File: src/rsttrk_pkg.sv
`default_nettype none
package rsttrk_pkg;
    // ==========================================================
    // bus and register map (byte addresses)
    localparam int ADDR_W = 28;
    localparam int DATA_W = 32;
    localparam logic [ADDR_W-1:0] ADDR_FLAGS = 28'hFFFF888;
    localparam logic [ADDR_W-1:0] ADDR_PROT_CMD = 28'hFFFF880;
    localparam logic [ADDR_W-1:0] ADDR_IRQ_STATUS = 28'hFFFF88C;
    localparam logic [ADDR_W-1:0] ADDR_IRQ_MASK = 28'hFFFF890;
    localparam logic [ADDR_W-1:0] ADDR_STATE = 28'hFFFF894;

    // ==========================================================
    // reset cause flag layout
    localparam int FLAG_LVD_BIT = 0;
    localparam int FLAG_CLK_BIT = 1;
    localparam int FLAG_WDT_BIT = 4;
    localparam logic [7:0] FLAGS_RESET = 8'h00;
    localparam logic [7:0] FLAGS_USED = 8'h13;

    // ==========================================================
    // interrupt status layout
    localparam int IRQ_W = 5;
    localparam int IRQ_LVD_BIT = 0;
    localparam int IRQ_CLK_BIT = 1;
    localparam int IRQ_EMERG_BIT = 2;
    localparam int IRQ_WDT_BIT = 3;
    localparam int IRQ_PROT_BIT = 4;
    localparam logic [IRQ_W-1:0] IRQ_RESET = 5'h00;

    // ==========================================================
    // state register layout
    localparam int STATE_EMERG_BIT = 3;

    // ==========================================================
    // timing
    localparam int CLK_MHZ = 25;
    localparam int RST_HOLD_NS = 1000;
    localparam int RST_HOLD_CYCLES = (RST_HOLD_NS * CLK_MHZ + 999) / 1000;
    localparam int STAB_CYCLES_DEF = 16384;
    localparam logic [31:0] RESET_VECTOR = 32'h00000000;

    typedef enum logic [2:0] {
        ST_RUN = 3'b001,
        ST_HOLD = 3'b010,
        ST_STAB = 3'b100
    } rsttrk_state_t;
endpackage
`default_nettype wire

File: src/rsttrk_top.sv
// The Wishbone interface to the registers was chosen for this implementation.
`default_nettype none
module rsttrk_top
    import rsttrk_pkg::*;
#(
    parameter int STAB_CYCLES = STAB_CYCLES_DEF
) (
    input wire logic clk_sys,
    input wire logic nrst,
    input wire logic wb_cyc_i,
    input wire logic wb_stb_i,
    input wire logic wb_we_i,
    input wire logic [ADDR_W-1:0] wb_adr_i,
    input wire logic [3:0] wb_sel_i,
    input wire logic [DATA_W-1:0] wb_dat_i,
    output logic [DATA_W-1:0] wb_dat_o,
    output logic wb_ack_o,
    input wire logic watchdog_reset_request,
    input wire logic low_voltage_detector,
    input wire logic clock_monitor,
    output logic sys_reset,
    output logic cpu_hold,
    output logic cpu_start,
    output logic [31:0] fetch_address,
    output logic emergency_mode,
    output logic clk_sel_internal,
    output logic irq
);
    localparam int CNT_MAX = (STAB_CYCLES > RST_HOLD_CYCLES) ? STAB_CYCLES : RST_HOLD_CYCLES;
    localparam int CNT_W = $clog2(CNT_MAX + 1);
    localparam logic [CNT_W-1:0] HOLD_LOAD = CNT_W'(RST_HOLD_CYCLES);
    localparam logic [CNT_W-1:0] STAB_LOAD = CNT_W'(STAB_CYCLES);

    function automatic logic hit(input logic [ADDR_W-1:0] adr, input logic [ADDR_W-1:0] target);
        hit = (adr[ADDR_W-1:2] == target[ADDR_W-1:2]);
    endfunction

    // ==========================================================
    // reset release synchroniser; the pin reset is the power-on reset too
    logic [1:0] rst_sync;
    logic rst_n;

    always_ff @(posedge clk_sys or negedge nrst) begin
        if (!nrst) begin
            rst_sync <= 2'b00;
        end else begin
            rst_sync <= {rst_sync[0], 1'b1};
        end
    end
    assign rst_n = rst_sync[1];

    // ==========================================================
    // wishbone slave: ack one cycle after the request, dropped the next
    logic req;
    logic wr;
    logic next_ack;
    logic [DATA_W-1:0] next_dat;
    logic hit_flags;
    logic hit_cmd;
    logic hit_status;
    logic hit_mask;
    logic hit_state;

    assign req = wb_cyc_i & wb_stb_i & ~wb_ack_o;
    assign wr = req & wb_we_i;
    assign hit_flags = hit(wb_adr_i, ADDR_FLAGS);
    assign hit_cmd = hit(wb_adr_i, ADDR_PROT_CMD);
    assign hit_status = hit(wb_adr_i, ADDR_IRQ_STATUS);
    assign hit_mask = hit(wb_adr_i, ADDR_IRQ_MASK);
    assign hit_state = hit(wb_adr_i, ADDR_STATE);

    // ==========================================================
    // protected write sequence
    logic prot_allow;
    logic prot_error;

    rsttrk_protect u_protect (
        .clk(clk_sys),
        .rst_n(rst_n),
        .wr(wr),
        .hit_cmd(hit_cmd),
        .hit_special(hit_flags),
        .allow(prot_allow),
        .error(prot_error)
    );

    // ==========================================================
    // timers for reset hold and oscillator stabilisation
    logic hold_load;
    logic stab_load;
    logic hold_done;
    logic stab_done;

    rsttrk_timer #(
        .CNT_W(CNT_W)
    ) u_hold (
        .clk(clk_sys),
        .rst_n(rst_n),
        .load(hold_load),
        .load_val(HOLD_LOAD),
        .busy(),
        .done(hold_done)
    );

    rsttrk_timer #(
        .CNT_W(CNT_W)
    ) u_stab (
        .clk(clk_sys),
        .rst_n(rst_n),
        .load(stab_load),
        .load_val(STAB_LOAD),
        .busy(),
        .done(stab_done)
    );

    // ==========================================================
    // reset sequencer
    rsttrk_state_t state;
    rsttrk_state_t next_state;
    logic boot;
    logic next_boot;
    logic next_emergency;
    logic evt_wdt_rst;
    logic evt_emerg;
    logic evt_int;

    // a watchdog overflow while the oscillator settles is no reset cause
    assign evt_wdt_rst = watchdog_reset_request & (state != ST_STAB);
    assign evt_emerg = watchdog_reset_request & (state == ST_STAB) & ~boot;
    assign evt_int = evt_wdt_rst | low_voltage_detector | clock_monitor;

    always_comb begin
        next_state = state;
        next_boot = 1'b0;
        next_emergency = emergency_mode;
        hold_load = 1'b0;
        stab_load = 1'b0;
        case (state)
            ST_HOLD: begin
                if (boot || evt_int) begin
                    hold_load = 1'b1;
                end else if (hold_done) begin
                    next_state = ST_STAB;
                    stab_load = 1'b1;
                end
            end
            ST_STAB: begin
                if (evt_emerg) begin
                    next_state = ST_RUN;
                    next_emergency = 1'b1;
                end else if (low_voltage_detector || clock_monitor) begin
                    next_state = ST_HOLD;
                    hold_load = 1'b1;
                end else if (stab_done) begin
                    next_state = ST_RUN;
                end
            end
            ST_RUN: begin
                if (evt_int) begin
                    next_state = ST_HOLD;
                    hold_load = 1'b1;
                    next_emergency = 1'b0;
                end
            end
            default: begin
                next_state = ST_HOLD;
                hold_load = 1'b1;
            end
        endcase
    end

    always_ff @(posedge clk_sys or negedge rst_n) begin
        if (!rst_n) begin
            state <= ST_HOLD;
            boot <= 1'b1;
            emergency_mode <= 1'b0;
            clk_sel_internal <= 1'b0;
            sys_reset <= 1'b1;
            cpu_hold <= 1'b1;
            cpu_start <= 1'b0;
            fetch_address <= RESET_VECTOR;
        end else begin
            state <= next_state;
            boot <= next_boot;
            emergency_mode <= next_emergency;
            clk_sel_internal <= next_emergency;
            sys_reset <= (next_state == ST_HOLD);
            cpu_hold <= (next_state != ST_RUN);
            cpu_start <= (next_state == ST_RUN) && (state != ST_RUN);
            if ((next_state == ST_RUN) && (state != ST_RUN)) begin
                fetch_address <= RESET_VECTOR;
            end
        end
    end

    // ==========================================================
    // reset cause flags; kept across internal resets, cleared by the pin
    logic [7:0] flags;
    logic [7:0] next_flags;
    logic [7:0] set_flags;

    always_comb begin
        set_flags = 8'h00;
        set_flags[FLAG_WDT_BIT] = evt_wdt_rst;
        set_flags[FLAG_CLK_BIT] = clock_monitor;
        set_flags[FLAG_LVD_BIT] = low_voltage_detector;
        next_flags = flags;
        // a byte write with ones everywhere but one bit is the single bit clear
        if (prot_allow && wb_sel_i[0]) begin
            next_flags = flags & wb_dat_i[7:0];
        end
        next_flags = (next_flags | set_flags) & FLAGS_USED;
    end

    always_ff @(posedge clk_sys or negedge rst_n) begin
        if (!rst_n) begin
            flags <= FLAGS_RESET;
        end else begin
            flags <= next_flags;
        end
    end

    // ==========================================================
    // interrupt status, write one to clear, set wins
    logic [IRQ_W-1:0] irq_status;
    logic [IRQ_W-1:0] irq_mask;
    logic [IRQ_W-1:0] next_status;
    logic [IRQ_W-1:0] next_mask;
    logic [IRQ_W-1:0] irq_set;

    always_comb begin
        irq_set = IRQ_RESET;
        irq_set[IRQ_LVD_BIT] = low_voltage_detector;
        irq_set[IRQ_CLK_BIT] = clock_monitor;
        irq_set[IRQ_EMERG_BIT] = evt_emerg;
        irq_set[IRQ_WDT_BIT] = evt_wdt_rst;
        // only a refused flag write counts, or the error bit could never be cleared
        irq_set[IRQ_PROT_BIT] = prot_error & hit_flags & wb_sel_i[0];
        next_status = irq_status;
        next_mask = irq_mask;
        if (wr && wb_sel_i[0] && hit_status) begin
            next_status = irq_status & ~wb_dat_i[IRQ_W-1:0];
        end
        if (wr && wb_sel_i[0] && hit_mask) begin
            next_mask = wb_dat_i[IRQ_W-1:0];
        end
        next_status = next_status | irq_set;
    end

    // ==========================================================
    // read path; unmapped addresses answer with zero
    always_comb begin
        next_ack = req;
        next_dat = '0;
        if (req && !wb_we_i) begin
            if (hit_flags) begin
                next_dat[7:0] = flags;
            end else if (hit_status) begin
                next_dat[IRQ_W-1:0] = irq_status;
            end else if (hit_mask) begin
                next_dat[IRQ_W-1:0] = irq_mask;
            end else if (hit_state) begin
                next_dat[2:0] = state;
                next_dat[STATE_EMERG_BIT] = emergency_mode;
            end
        end
    end

    always_ff @(posedge clk_sys or negedge rst_n) begin
        if (!rst_n) begin
            irq_status <= IRQ_RESET;
            irq_mask <= IRQ_RESET;
            irq <= 1'b0;
            wb_ack_o <= 1'b0;
            wb_dat_o <= '0;
        end else begin
            irq_status <= next_status;
            irq_mask <= next_mask;
            irq <= |(next_status & next_mask);
            wb_ack_o <= next_ack;
            wb_dat_o <= next_dat;
        end
    end
endmodule
`default_nettype wire

File: src/rsttrk_timer.sv
`default_nettype none
module rsttrk_timer #(
    parameter int CNT_W = 16
) (
    input wire logic clk,
    input wire logic rst_n,
    input wire logic load,
    input wire logic [CNT_W-1:0] load_val,
    output logic busy,
    output logic done
);
    logic [CNT_W-1:0] cnt;
    logic [CNT_W-1:0] next_cnt;
    logic next_busy;
    logic next_done;

    // ==========================================================
    // down counter, done pulses once as it reaches zero
    always_comb begin
        next_cnt = cnt;
        next_busy = busy;
        next_done = 1'b0;
        if (load) begin
            next_cnt = load_val;
            next_busy = 1'b1;
        end else if (busy) begin
            if (cnt <= {{(CNT_W-1){1'b0}}, 1'b1}) begin
                next_busy = 1'b0;
                next_done = 1'b1;
                next_cnt = '0;
            end else begin
                next_cnt = cnt - {{(CNT_W-1){1'b0}}, 1'b1};
            end
        end
    end

    always_ff @(posedge clk or negedge rst_n) begin
        if (!rst_n) begin
            cnt <= '0;
            busy <= 1'b0;
            done <= 1'b0;
        end else begin
            cnt <= next_cnt;
            busy <= next_busy;
            done <= next_done;
        end
    end
endmodule
`default_nettype wire

File: src/rsttrk_protect.sv
`default_nettype none
module rsttrk_protect (
    input wire logic clk,
    input wire logic rst_n,
    input wire logic wr,
    input wire logic hit_cmd,
    input wire logic hit_special,
    output logic allow,
    output logic error
);
    logic armed;
    logic next_armed;

    // ==========================================================
    // key write arms; only the very next write may touch the special register
    always_comb begin
        next_armed = armed;
        allow = 1'b0;
        error = 1'b0;
        if (wr) begin
            if (hit_cmd) begin
                next_armed = 1'b1;
            end else begin
                next_armed = 1'b0;
                allow = armed & hit_special;
                error = ~(armed & hit_special);
            end
        end
    end

    always_ff @(posedge clk or negedge rst_n) begin
        if (!rst_n) begin
            armed <= 1'b0;
        end else begin
            armed <= next_armed;
        end
    end
endmodule
`default_nettype wire

File: config.mk
export PLATFORM = sky130hd
export DESIGN_NAME = rsttrk_top
export DESIGN_NICKNAME = d
export VERILOG_FILES = /design/src/rsttrk_pkg.sv /design/src/rsttrk_top.sv /design/src/rsttrk_timer.sv /design/src/rsttrk_protect.sv
export SDC_FILE = /design/constraint.sdc
export NUM_CORES = 1
export LEC_CHECK = 0
export ABC_AREA = 1
export BUFFER_PORTS_ARGS = -buffer_cell sky130_fd_sc_hd__buf_4
export CAP_MARGIN = 20
export CORE_ASPECT_RATIO = 0.8
export CORE_MARGIN = 3
export CORE_UTILIZATION = 30
export CTS_BUF_LIST = sky130_fd_sc_hd__clkbuf_8
export DETAILED_ROUTE_END_ITERATION = 7
export PLACE_DENSITY = 0.54
export SETUP_SLACK_MARGIN = 0.05
export SLEW_MARGIN = 15
export SYNTH_ARGS = -nofsm -noshare
export SYNTH_HDL_FRONTEND = slang
export SYNTH_HIERARCHICAL = 1
export SYNTH_SLANG_ARGS = --single-unit
export TNS_END_PERCENT = 100
File: constraint.sdc
create_clock -name clk_sys -period 1.9 [get_ports clk_sys]
set_input_delay 0.19 -clock clk_sys [delete_from_list [all_inputs] [get_ports clk_sys]]
set_output_delay 0.19 -clock clk_sys [all_outputs]
set_load 0.03 [all_outputs]
* Yosys cells after proc, flatten, opt, wreduce, memory -nomap -nowiden
Cells that the tools add are included.
** Word-level totals
- Input port bits :: 72
- Word-level logic and storage cells :: 123
- Register bits :: 68
- Output and inout bits :: 71
** Cells by class
- Bitwise operators :: 20
- Reduce and logical (&&, ||, !) cells :: 14
- $add $sub $neg :: 2
- Multiplexer cells :: 50
- Magnitude comparators :: 2
- Eq/ne operators :: 15
** Operators by type and width (number)
- $eq 26x26->1 const B :: 5
- $mux 15 :: 6
- $le 15x1->1 const B :: 2
- $mux 5 :: 6
- $sub 15x1->15 const B :: 2
- $mux 1 :: 27
- $mux 3 :: 6
- $and 5x5->5 :: 3
- $or 5x5->5 :: 2
- $and 1x1->1 :: 9
- $pmux 3 s3 :: 1
- $mux 4 :: 2
- $eq 3x1->1 const B :: 2
- $eq 3x2->1 const B :: 2
- $logic_and 1x1->1 :: 6
- $ne 3x1->1 const B :: 2
- $reduce_bool 2->1 :: 3
- $not 5->5 :: 1
- $reduce_or 5->1 :: 1
- $ne 2x2->1 const B :: 2
- $eq 3x3->1 const B :: 1
- $ne 3x3->1 const B :: 1
- $not 1->1 :: 3
- $pmux 1 s3 :: 1
- 5 further kinds :: 7

* Longest topological paths before layout
Gate-level depths: netlist (run 1).
- Depth after elaboration :: 10
- Gate-level depth with buffers :: 16

* Modules after synthesis
The synthesis (run 1) kept the hierarchy.
** By module, submodules not included
- rsttrk_timer :: instances 2, area each 1167.4 um^2, sequential area each 425.4 um^2, cells an instance 173
- rsttrk_top :: instances 1, area each 2185.8 um^2, sequential area each 755.7 um^2, cells an instance 295
- rsttrk_protect :: instances 1, area each 60.1 um^2, sequential area each 25.0 um^2, cells an instance 10

* Worst setup path before layout (run 1)
No wires, ideal clock.
- Path type :: register -> register
- From :: register state[1]
- To :: register u_hold.cnt[10]
- Buffers on the path :: 2
- Clock period less this slack :: 2098 ps
- Slack :: -198 ps
- Cell stages (with the launch flop) :: 13
- Library setup time :: 66 ps
- Required time :: 1834 ps
- Arrival :: 2032 ps
- Path through :: dfstp_2 > inv_1 > nor3_1 > nor3_1 > nor3_4 > o21ai_0 > clkbuf_2 > inv_1 > nand2_1 > inv_1 > buf_2 > a22oi_1 > nand2_1
** On the way
- Word-level cells in the longest chain between the ends :: 8
- Elaborated cells on any way between the ends :: 16
** RTL lines
- from (decl) :: line rsttrk_top.sv:118 : rsttrk_state_t state;
- from (signal assigned) :: line rsttrk_top.sv:183 : state <= next_state;
- $ne 3x3->1 :: line rsttrk_top.sv:128 : assign evt_wdt_rst = watchdog_reset_request & (state != ST_STAB);
- $and 1x1->1 :: line rsttrk_top.sv:128
- $or 1x1->1 (2 in a row) :: line rsttrk_top.sv:130 : assign evt_int = evt_wdt_rst | low_voltage_detector | clock_monitor;
- $logic_or 1x1->1 :: line rsttrk_top.sv:140 : if (boot || evt_int) begin
- $mux 1 :: line rsttrk_top.sv:140
- $pmux 1 s3 * :: line rsttrk_top.sv:138 : case (state)
- net hold_load :: line rsttrk_top.sv:89 : logic hold_load;
- $mux 15 / $reduce_bool 2->1 (equally long branches)
- to (signal assigned) :: line rsttrk_timer.sv:43 : cnt <= next_cnt;
- to (decl) :: line rsttrk_timer.sv:12 : logic [CNT_W-1:0] cnt;
The timed path passes the listed nets; every way through them passes the cells marked *.
A chain may end at the register's enable or synchronous reset.

* Worst setup path in the final report (run 1)
- From :: register state[1]
- To :: register u_hold.cnt[9]
Same word-level chain as after synthesis.

==> results.md, run 1 <==
* First-pass GRT wire length at 18740 um
* Cell type with the largest total area after synthesis: dfrtp_1
* Io pins at 143
* Clk_skew at 9.176 ps
* Leakage Power at 3.160 nW
* Hold_ws at 55.15 ps
* Area growth, synth to finish at 32.86%
* First-pass DRT Iterations at 5
* Grt total ovfl at 0
* Vias in the first global route at 3788
* Final hold violations at 0
* Period utilization at 1.072
* Post-DP HPWL at ~8800 um
* Worst Path Arrival at around 2300 ps
* Vias at 4196
* Top post-synthesis cells by area: dfrtp_1, nand2_1, buf_4
* Status: finished, violations left
* Total negative setup slack at -1777 ps
* Row cnt at 39
* Final #Nets at 862
* Slew Viols, Final at 0
* Post-DR wirelength/cell at about 12 um
* Largest net degree at the start of global routing at 32
* Minimum clock period at slightly above 2000 ps
* WL final at 11750 um
* Placement Setup Slack at -127.2 ps
* CTS clk-pin slew, worst paths at 80 ps
* Root buf cell: clkbuf_8
* Die width at between 100 and 150 um
* Final GP Congestion at 0.8414
* Fmax at 491.1 MHz
* Syn avg cell area at ~7.0 um2
* Max cap viols at 0
* Clk sinks at 65
* TritonCTS clock tree: done
* RSZ-0062 raised after global routing: true
* Mapped cell area at 0.004581 mm2
* Gr usage total at 0.1400
* Pwr Density at around 850 mW/mm2
* Hold Path Class: in2reg
* Crit path kind: reg2reg
* FILL cells at ~1.5k
* Mean number of vias per cell at 4.304
* Final setup violation count at 24
* CTS H-tree depth at 3
* Largest fanout on the critical path at 4
* Worst setup SP type: register
* #FFs+latches synth at between 60 and 70
* Core Area at 0.01459 mm2
* Total CTS buffers at 9
* Failing checks: setup timing
* Initial Utilization at 0.3140
* Cell variety after synth at 35
* Critical Path RT at 2180 ps
* Synth warn at 6
* Peak supply drop at between 0.0006 and 0.0007 V
* Clk_lat worst skew at 360 ps
* Initial antenna violation count at 0
* Share of cells above drive strength 1 at 0.2933
* CP endpoint kind: register
* Syn Inst Count at 651
* Max Root-Sink Buffers at 2
* Initial DRC count at 304
* Die ar. at ~0.017 mm2
* # DRC at 0
* Die Span Y at around 120 um
* Final setup margin at -136.3 ps
* Top-area cell type share of the netlist area at 0.3332
* Post-synthesis sequential area ratio at 0.3562
* ANT nets after route at 0
* Port Buffer Count at 51
* # diodes at 0
==> cells by family after synthesis <==
group,count (synthesis),synth area share
simple gates,352,0.3450
buf+inv,144,0.1721
compound gates,84,0.1142
flops,65,0.3562
fa+ha+maj,4,0.01093
other cells,2,0.001640
==> power by group <==
part	internal, mW	total [mW]	switching, mW
logic	0.753	1.92	1.17
registers	1.61	1.89	0.281
clock network	0.752	1.36	0.612
total	3.11	5.17	2.06
==> state kept, by name (all words and copies together) (netlist names) <==
register,flops
irq_mask,5
clk_sel_internal,1
flags,3
u_stab/cnt,15
u_hold/busy,1
u_protect/armed,1
wb_dat_o,5
cpu_hold,1
u_stab/busy,1
u_hold/done,1
u_hold/cnt,15
u_stab/done,1
boot,1
sys_reset,1
irq_status,5
irq,1
rst_sync,2
cpu_start,1
wb_ack_o,1
state,3
==> synthesized netlist by cell type <==
cell      instances
clkbuf_1          2
nor2_2           11
dfstp_2           4
nor2_1           92
dfrtp_1          61
nand2_1         177
buf_6             2
o211ai_1          1
nor3_4            4
nand2_2           7
conb_1            2
o21ai_1           6
a21oi_1          10
nand3b_1          4
o21a_1            1
a21boi_1          1
o22ai_2           1
inv_2            10
o21ai_2           3
o21ai_0          30
buf_4            60
buf_2             4
ha_1              4
nor2_4            5
nor3_1            8
a31oi_1           1
inv_1            64
nor3b_1           2
and3_1            1
a22oi_1          30
or2_2             2
nand3_2           5
nand4_1          10
nand3_1          24
clkbuf_2          2
==> through the flow <==
| step | instance area [um2] | total power, mW | instances | util |
|---|---|---|---|---|
| after floorplan | 5054 | 3.155 | 740 | - |
| after global placement | 5454 | 3.564 | 944 | 0.3738 |
| after detailed placement | 5454 | 3.572 | 944 | 0.3738 |
| after CTS | 5772 | 4.992 | 966 | 0.3956 |
| after global routing | 6086 | 5.577 | 975 | 0.4171 |
| final | 6086 | 5.170 | 975 | 0.4171 |
==> repair_timing <==
action,4_1_cts,5_1_grt
setup buffers,5,8
gates cloned,0,2
endpoints found under the setup margin,30,32
endpoints found under the hold margin,2,0
pin swaps,12,21
hold buffers,1,0
resized for setup,16,59
==> cells in the final DEF, fill, tap and decap left out, drive strengths merged, types with 4 or more instances in the layout <==
cell type and count:
o21ai 39, nor3 12, a22oi 30, nand3b 4
nand2 184, conb 91, a21oi 10, inv 75
clkinv 4, buf 102, dfstp 4, nand4 10
dfrtp 61, ha 4, nor2 108, nand3 29
clkbuf 10
==> worst max-delay path: stages, from the launching register on <==
cell,delay (ps)
dfstp_2,590
nor3_4,70
buf_6,130
buf_4,120
nand2_2,100
nor2_4,50
nor3_4,190
o21ai_2,90
inv_2,80
buf_4,130
nand3_4,100
buf_4,180
o21ai_1,140
==> worst paths after layout <==
| kind | cells after the start | start | slack, ps | end |
|---|---|---|---|---|
| min in group asynchronous | 2 | nrst | 160 | rst_sync[1]$_DFF_PN0_ |
| worst max register to register | 12 | state[1]$_DFF_PN1_ | -140 | u_hold/cnt[9]$_DFFE_PN0P_ |
| worst min-delay path | 3 | clock_monitor | 60 | flags[1]$_DFF_PN0_ |
| worst min register to register | 0 | rst_sync[1]$_DFF_PN0_ | 220 | u_hold/busy$_DFF_PN0_ |
| worst max-delay path | 12 | state[1]$_DFF_PN1_ | -140 | u_hold/cnt[9]$_DFFE_PN0P_ |
| max in group asynchronous | 1 | rst_sync[1]$_DFF_PN0_ | 1080 | sys_reset$_DFF_PN1_ |
==> cell type report <==
type	instances	area [um2]	share of cell area
clock inverter	7	102.6	0.01686
timing repair inverter	1	5.005	0.0008224
tap	184	230.2	0.03783
sequential	65	1633	0.2683
clock buffer	9	123.9	0.02035
inverter	74	302.8	0.04975
timing repair buffer	104	860.8	0.1414
multi-input combinational	531	2828	0.4646
==> per-layer routing <==
layer,up-vias,routed length [um],global-route usage
met5,-,0,0
met4,0,63,0.03108
met3,5,624,0.03316
met2,89,5091,0.1975
met1,1904,5967,0.2153
li1,2198,-,-
Note: power is estimated with default switching activity, not from simulation.
==> run 2, diff against run 1 <==
--- a/config.mk
+++ b/config.mk
@@ -9,11 +9,11 @@
 export BUFFER_PORTS_ARGS = -buffer_cell sky130_fd_sc_hd__buf_4
 export CAP_MARGIN = 20
 export CORE_ASPECT_RATIO = 0.8
-export CORE_MARGIN = 3
 export CORE_UTILIZATION = 30
 export CTS_BUF_LIST = sky130_fd_sc_hd__clkbuf_8
 export DETAILED_ROUTE_END_ITERATION = 7
 export PLACE_DENSITY = 0.54
+export RECOVER_POWER = 50
 export SETUP_SLACK_MARGIN = 0.05
 export SLEW_MARGIN = 15
 export SYNTH_ARGS = -nofsm -noshare
==> run 2 against run 1 <==
Net effect:
- the run still ends with setup timing left
- via count down 0.74%
- sequential power hardly changed
- die area is 6.1% lower
- critical path type unchanged
==> results.md, run 2 (synthesized netlist as in run 1, its figures left out) <==
* RSZ-0062 raised after global routing: true
* Reg2reg end: u_stab/cnt[10]$_DFFE_PN0P_
* Final setup violation count at 27 (+13%)
* Initial Utilization at 0.3061 (-0.007849)
* Worst Path Arrival at 2300 ps (-20 ps)
* Period utilization at 1.054 (-0.01780)
* Root buf cell: clkbuf_8
* Worst r2r src: state[2]$_DFF_PN0_
* Slowest cell on crit path: dfrtp_1
* Hold Path Class: in2reg
* First-pass DRT Iterations at 4 (-1)
* Worst Setup EP: u_stab/cnt[10]$_DFFE_PN0P_
* Initial DRC count at 179 (-41%)
* Post-DP HPWL at 8147 um (-7.1%)
* Clk sinks at 65 (unchanged)
* Largest net degree at the start of global routing at 32 (unchanged)
* Gate power share at 0.379 (+0.008)
* Hold path start: low_voltage_detector
* Fmax at 499.4 MHz (+1.7%)
* Vias at 4165 (-0.74%)
* Final setup margin at -102.5 ps (+33.83 ps)
* Failing checks: setup timing
* Clk_lat worst skew at 360 ps (about the same)
* Die width at 140.2 um (-2.8%)
* Internal at 2.806 mW (-9.8%)
* Final GP Congestion at 0.8182 (-2.8%)
* Max incr delay on CP at 390 ps (-200 ps)
* Mean number of vias per cell at 4.254 (-1.1%)
* # diodes at 0 (unchanged)
* Total negative setup slack at -1414 ps (+363.2 ps)
* Clk_skew at 7.481 ps (-1.695 ps)
* Reg2reg path depth at 16 (+4)
* Vias in the first global route at 3928 (+3.7%)
* TritonCTS clock tree: done
* Pwr Density at 804.3 mW/mm2 (-5.3%)
* Area growth, synth to finish at 30.43%
* Reg2Reg Setup Slack at -100 ps (+30 ps)
* Switching part of the total at 0.4160 (+0.01805)
* Die ar. at 0.01577 mm2 (-6.1%)
* Seq pwr share at 0.391 (+0.026)
* Peak supply drop at 0.0006861 V (+12%)
* Most common cell after layout, fill and taps aside: nand2_1
* Worst setup SP type: register
* Delay-heaviest family, CP: simple AND/OR/NAND/NOR gates
* Final #Nets at 861 (-0.12%)
* Leakage Power at 3.110 nW (-1.6%)
* # DRC at 0 (unchanged)
* Largest fanout on the critical path at 6 (+2)
* Core Area at 0.01496 mm2 (+2.6%)
* Port Buffer Count at 51 (unchanged)
* Critical Path RT at 2200 ps (+20 ps)
* Gr usage total at 0.1485 (+0.008450)
* Slew @ Worst Pin at 776.9 ps
* Most frequent cells in the layout: nand2_1, conb_1, nor2_1
* Crit path kind: reg2reg
* Die Span Y at 112.5 um (-3.4%)
* Slew Viols, Final at 0 (unchanged)
* Crit path buffers/inverters at 5 (unchanged)
* Placement Setup Slack at -109.8 ps (+17.37 ps)
* Max cap viols at 0 (unchanged)
* Worst Setup SP: state[2]$_DFF_PN0_
* Row cnt at 40 (+2.6%)
* Final hold violations at 0 (unchanged)
* Initial antenna violation count at 0 (unchanged)
* Post-DR wirelength/cell at 11.23 um (-6.8%)
* ANT nets after route at 0 (unchanged)
* CTS clk-pin slew, worst paths at 80 ps (about the same)
* Io pins at 143 (unchanged)
* Rel. slew slack at 0.4820
* Minimum clock period at 2002 ps (-33.83 ps)
* Total CTS buffers at 9 (unchanged)
* Crit. path cell count at 16 (+4)
* Biggest regs: u_hold/cnt x15, u_stab/cnt x15
* Grt total ovfl at 0 (unchanged)
* CP endpoint kind: register
* First-pass GRT wire length at 18620 um (-0.66%)
* Sw Pwr at 1.999 mW (-2.8%)
* Share of cells above drive strength 1 at 0.2759 (-0.01735)
* WL final at 11000 um (-6.4%)
* Max Root-Sink Buffers at 2 (unchanged)
* CTS H-tree depth at 3 (unchanged)
* Worst-path cell chain: inv_2, nor3_4, nor2_2, inv_2, nand2_2, nor2_4, nand2_2, nor2_2, buf_6, inv_6, nand2_8, buf_12, nand3_4, o21ai_1, nand2_1, nand2_1
* Status: finished, violations left
* Clk pwr share at 0.230 (-0.034)
run 2: area by class of cell:
class	count	area [um2]
fill	1571	8990
multi-input combinational	531	2761
sequential	65	1632
timing repair buffer	103	855.8
inverter	74	302.8
tap	189	236.5
clock buffer	9	123.9
clock inverter	7	53.80
timing repair inverter	1	8.758
run 2: timing repair:
action                     4_1_cts  5_1_grt
pin swaps                       14       16
setup endpoints to repair       30       36
hold buffers                     1        0
cloned                           2        0
hold endpoints to repair         2        0
gates resized for setup         34       28
setup buffers                   13        6
run 2: worst min-delay path: stages:
cell     delay (ps)
buf_4            90
inv_1            40
nand2_1          60
run 2: worst min path at each step:
stage                            endpoint  slack [ps]  cells past startpoint
global placement    rst_sync[0]$_DFF_PN0_         -30                      1
detailed placement  rst_sync[0]$_DFF_PN0_         -20                      1
CTS                    flags[0]$_DFF_PN0_          30                      3
global route           flags[1]$_DFF_PN0_          30                      3
finish                 flags[0]$_DFF_PN0_          40                      3
floorplan           rst_sync[0]$_DFF_PN0_        -110                      0
run 2: metal layers:
layer | vias up | track usage | routed length, um
li1 | 2208 | - | -
met1 | 1862 | 0.2108 | 5667
met2 | 84 | 0.2210 | 4699
met3 | 11 | 0.03968 | 514
met4 | 0 | 0.03956 | 115
met5 | - | 0 | 0
run 2: per-stage QoR:
stage                     total power [mW]  hold slack, ps  cell area (um2)  std cells  utilization
after global placement               3.546          -25.33             5428        943       0.3627
after global routing                 5.178           30.27             5974        979       0.3992
after detailed placement             3.551          -24.75             5428        943       0.3627
after CTS                            4.748           31.15             5837        975       0.3901
final                                4.805           43.59             5974        979       0.3992
after floorplan                      3.155          -105.6             5054        740            -
run 2: power by group through the flow:
stage	sequential [mW]	combinational, mW	clock, mW
floorplan	1.88	1.28	0
global placement	1.90	1.65	0
detailed placement	1.89	1.66	0
CTS	1.88	1.72	1.15
global route	1.92	2.05	1.20
finish	1.88	1.82	1.10
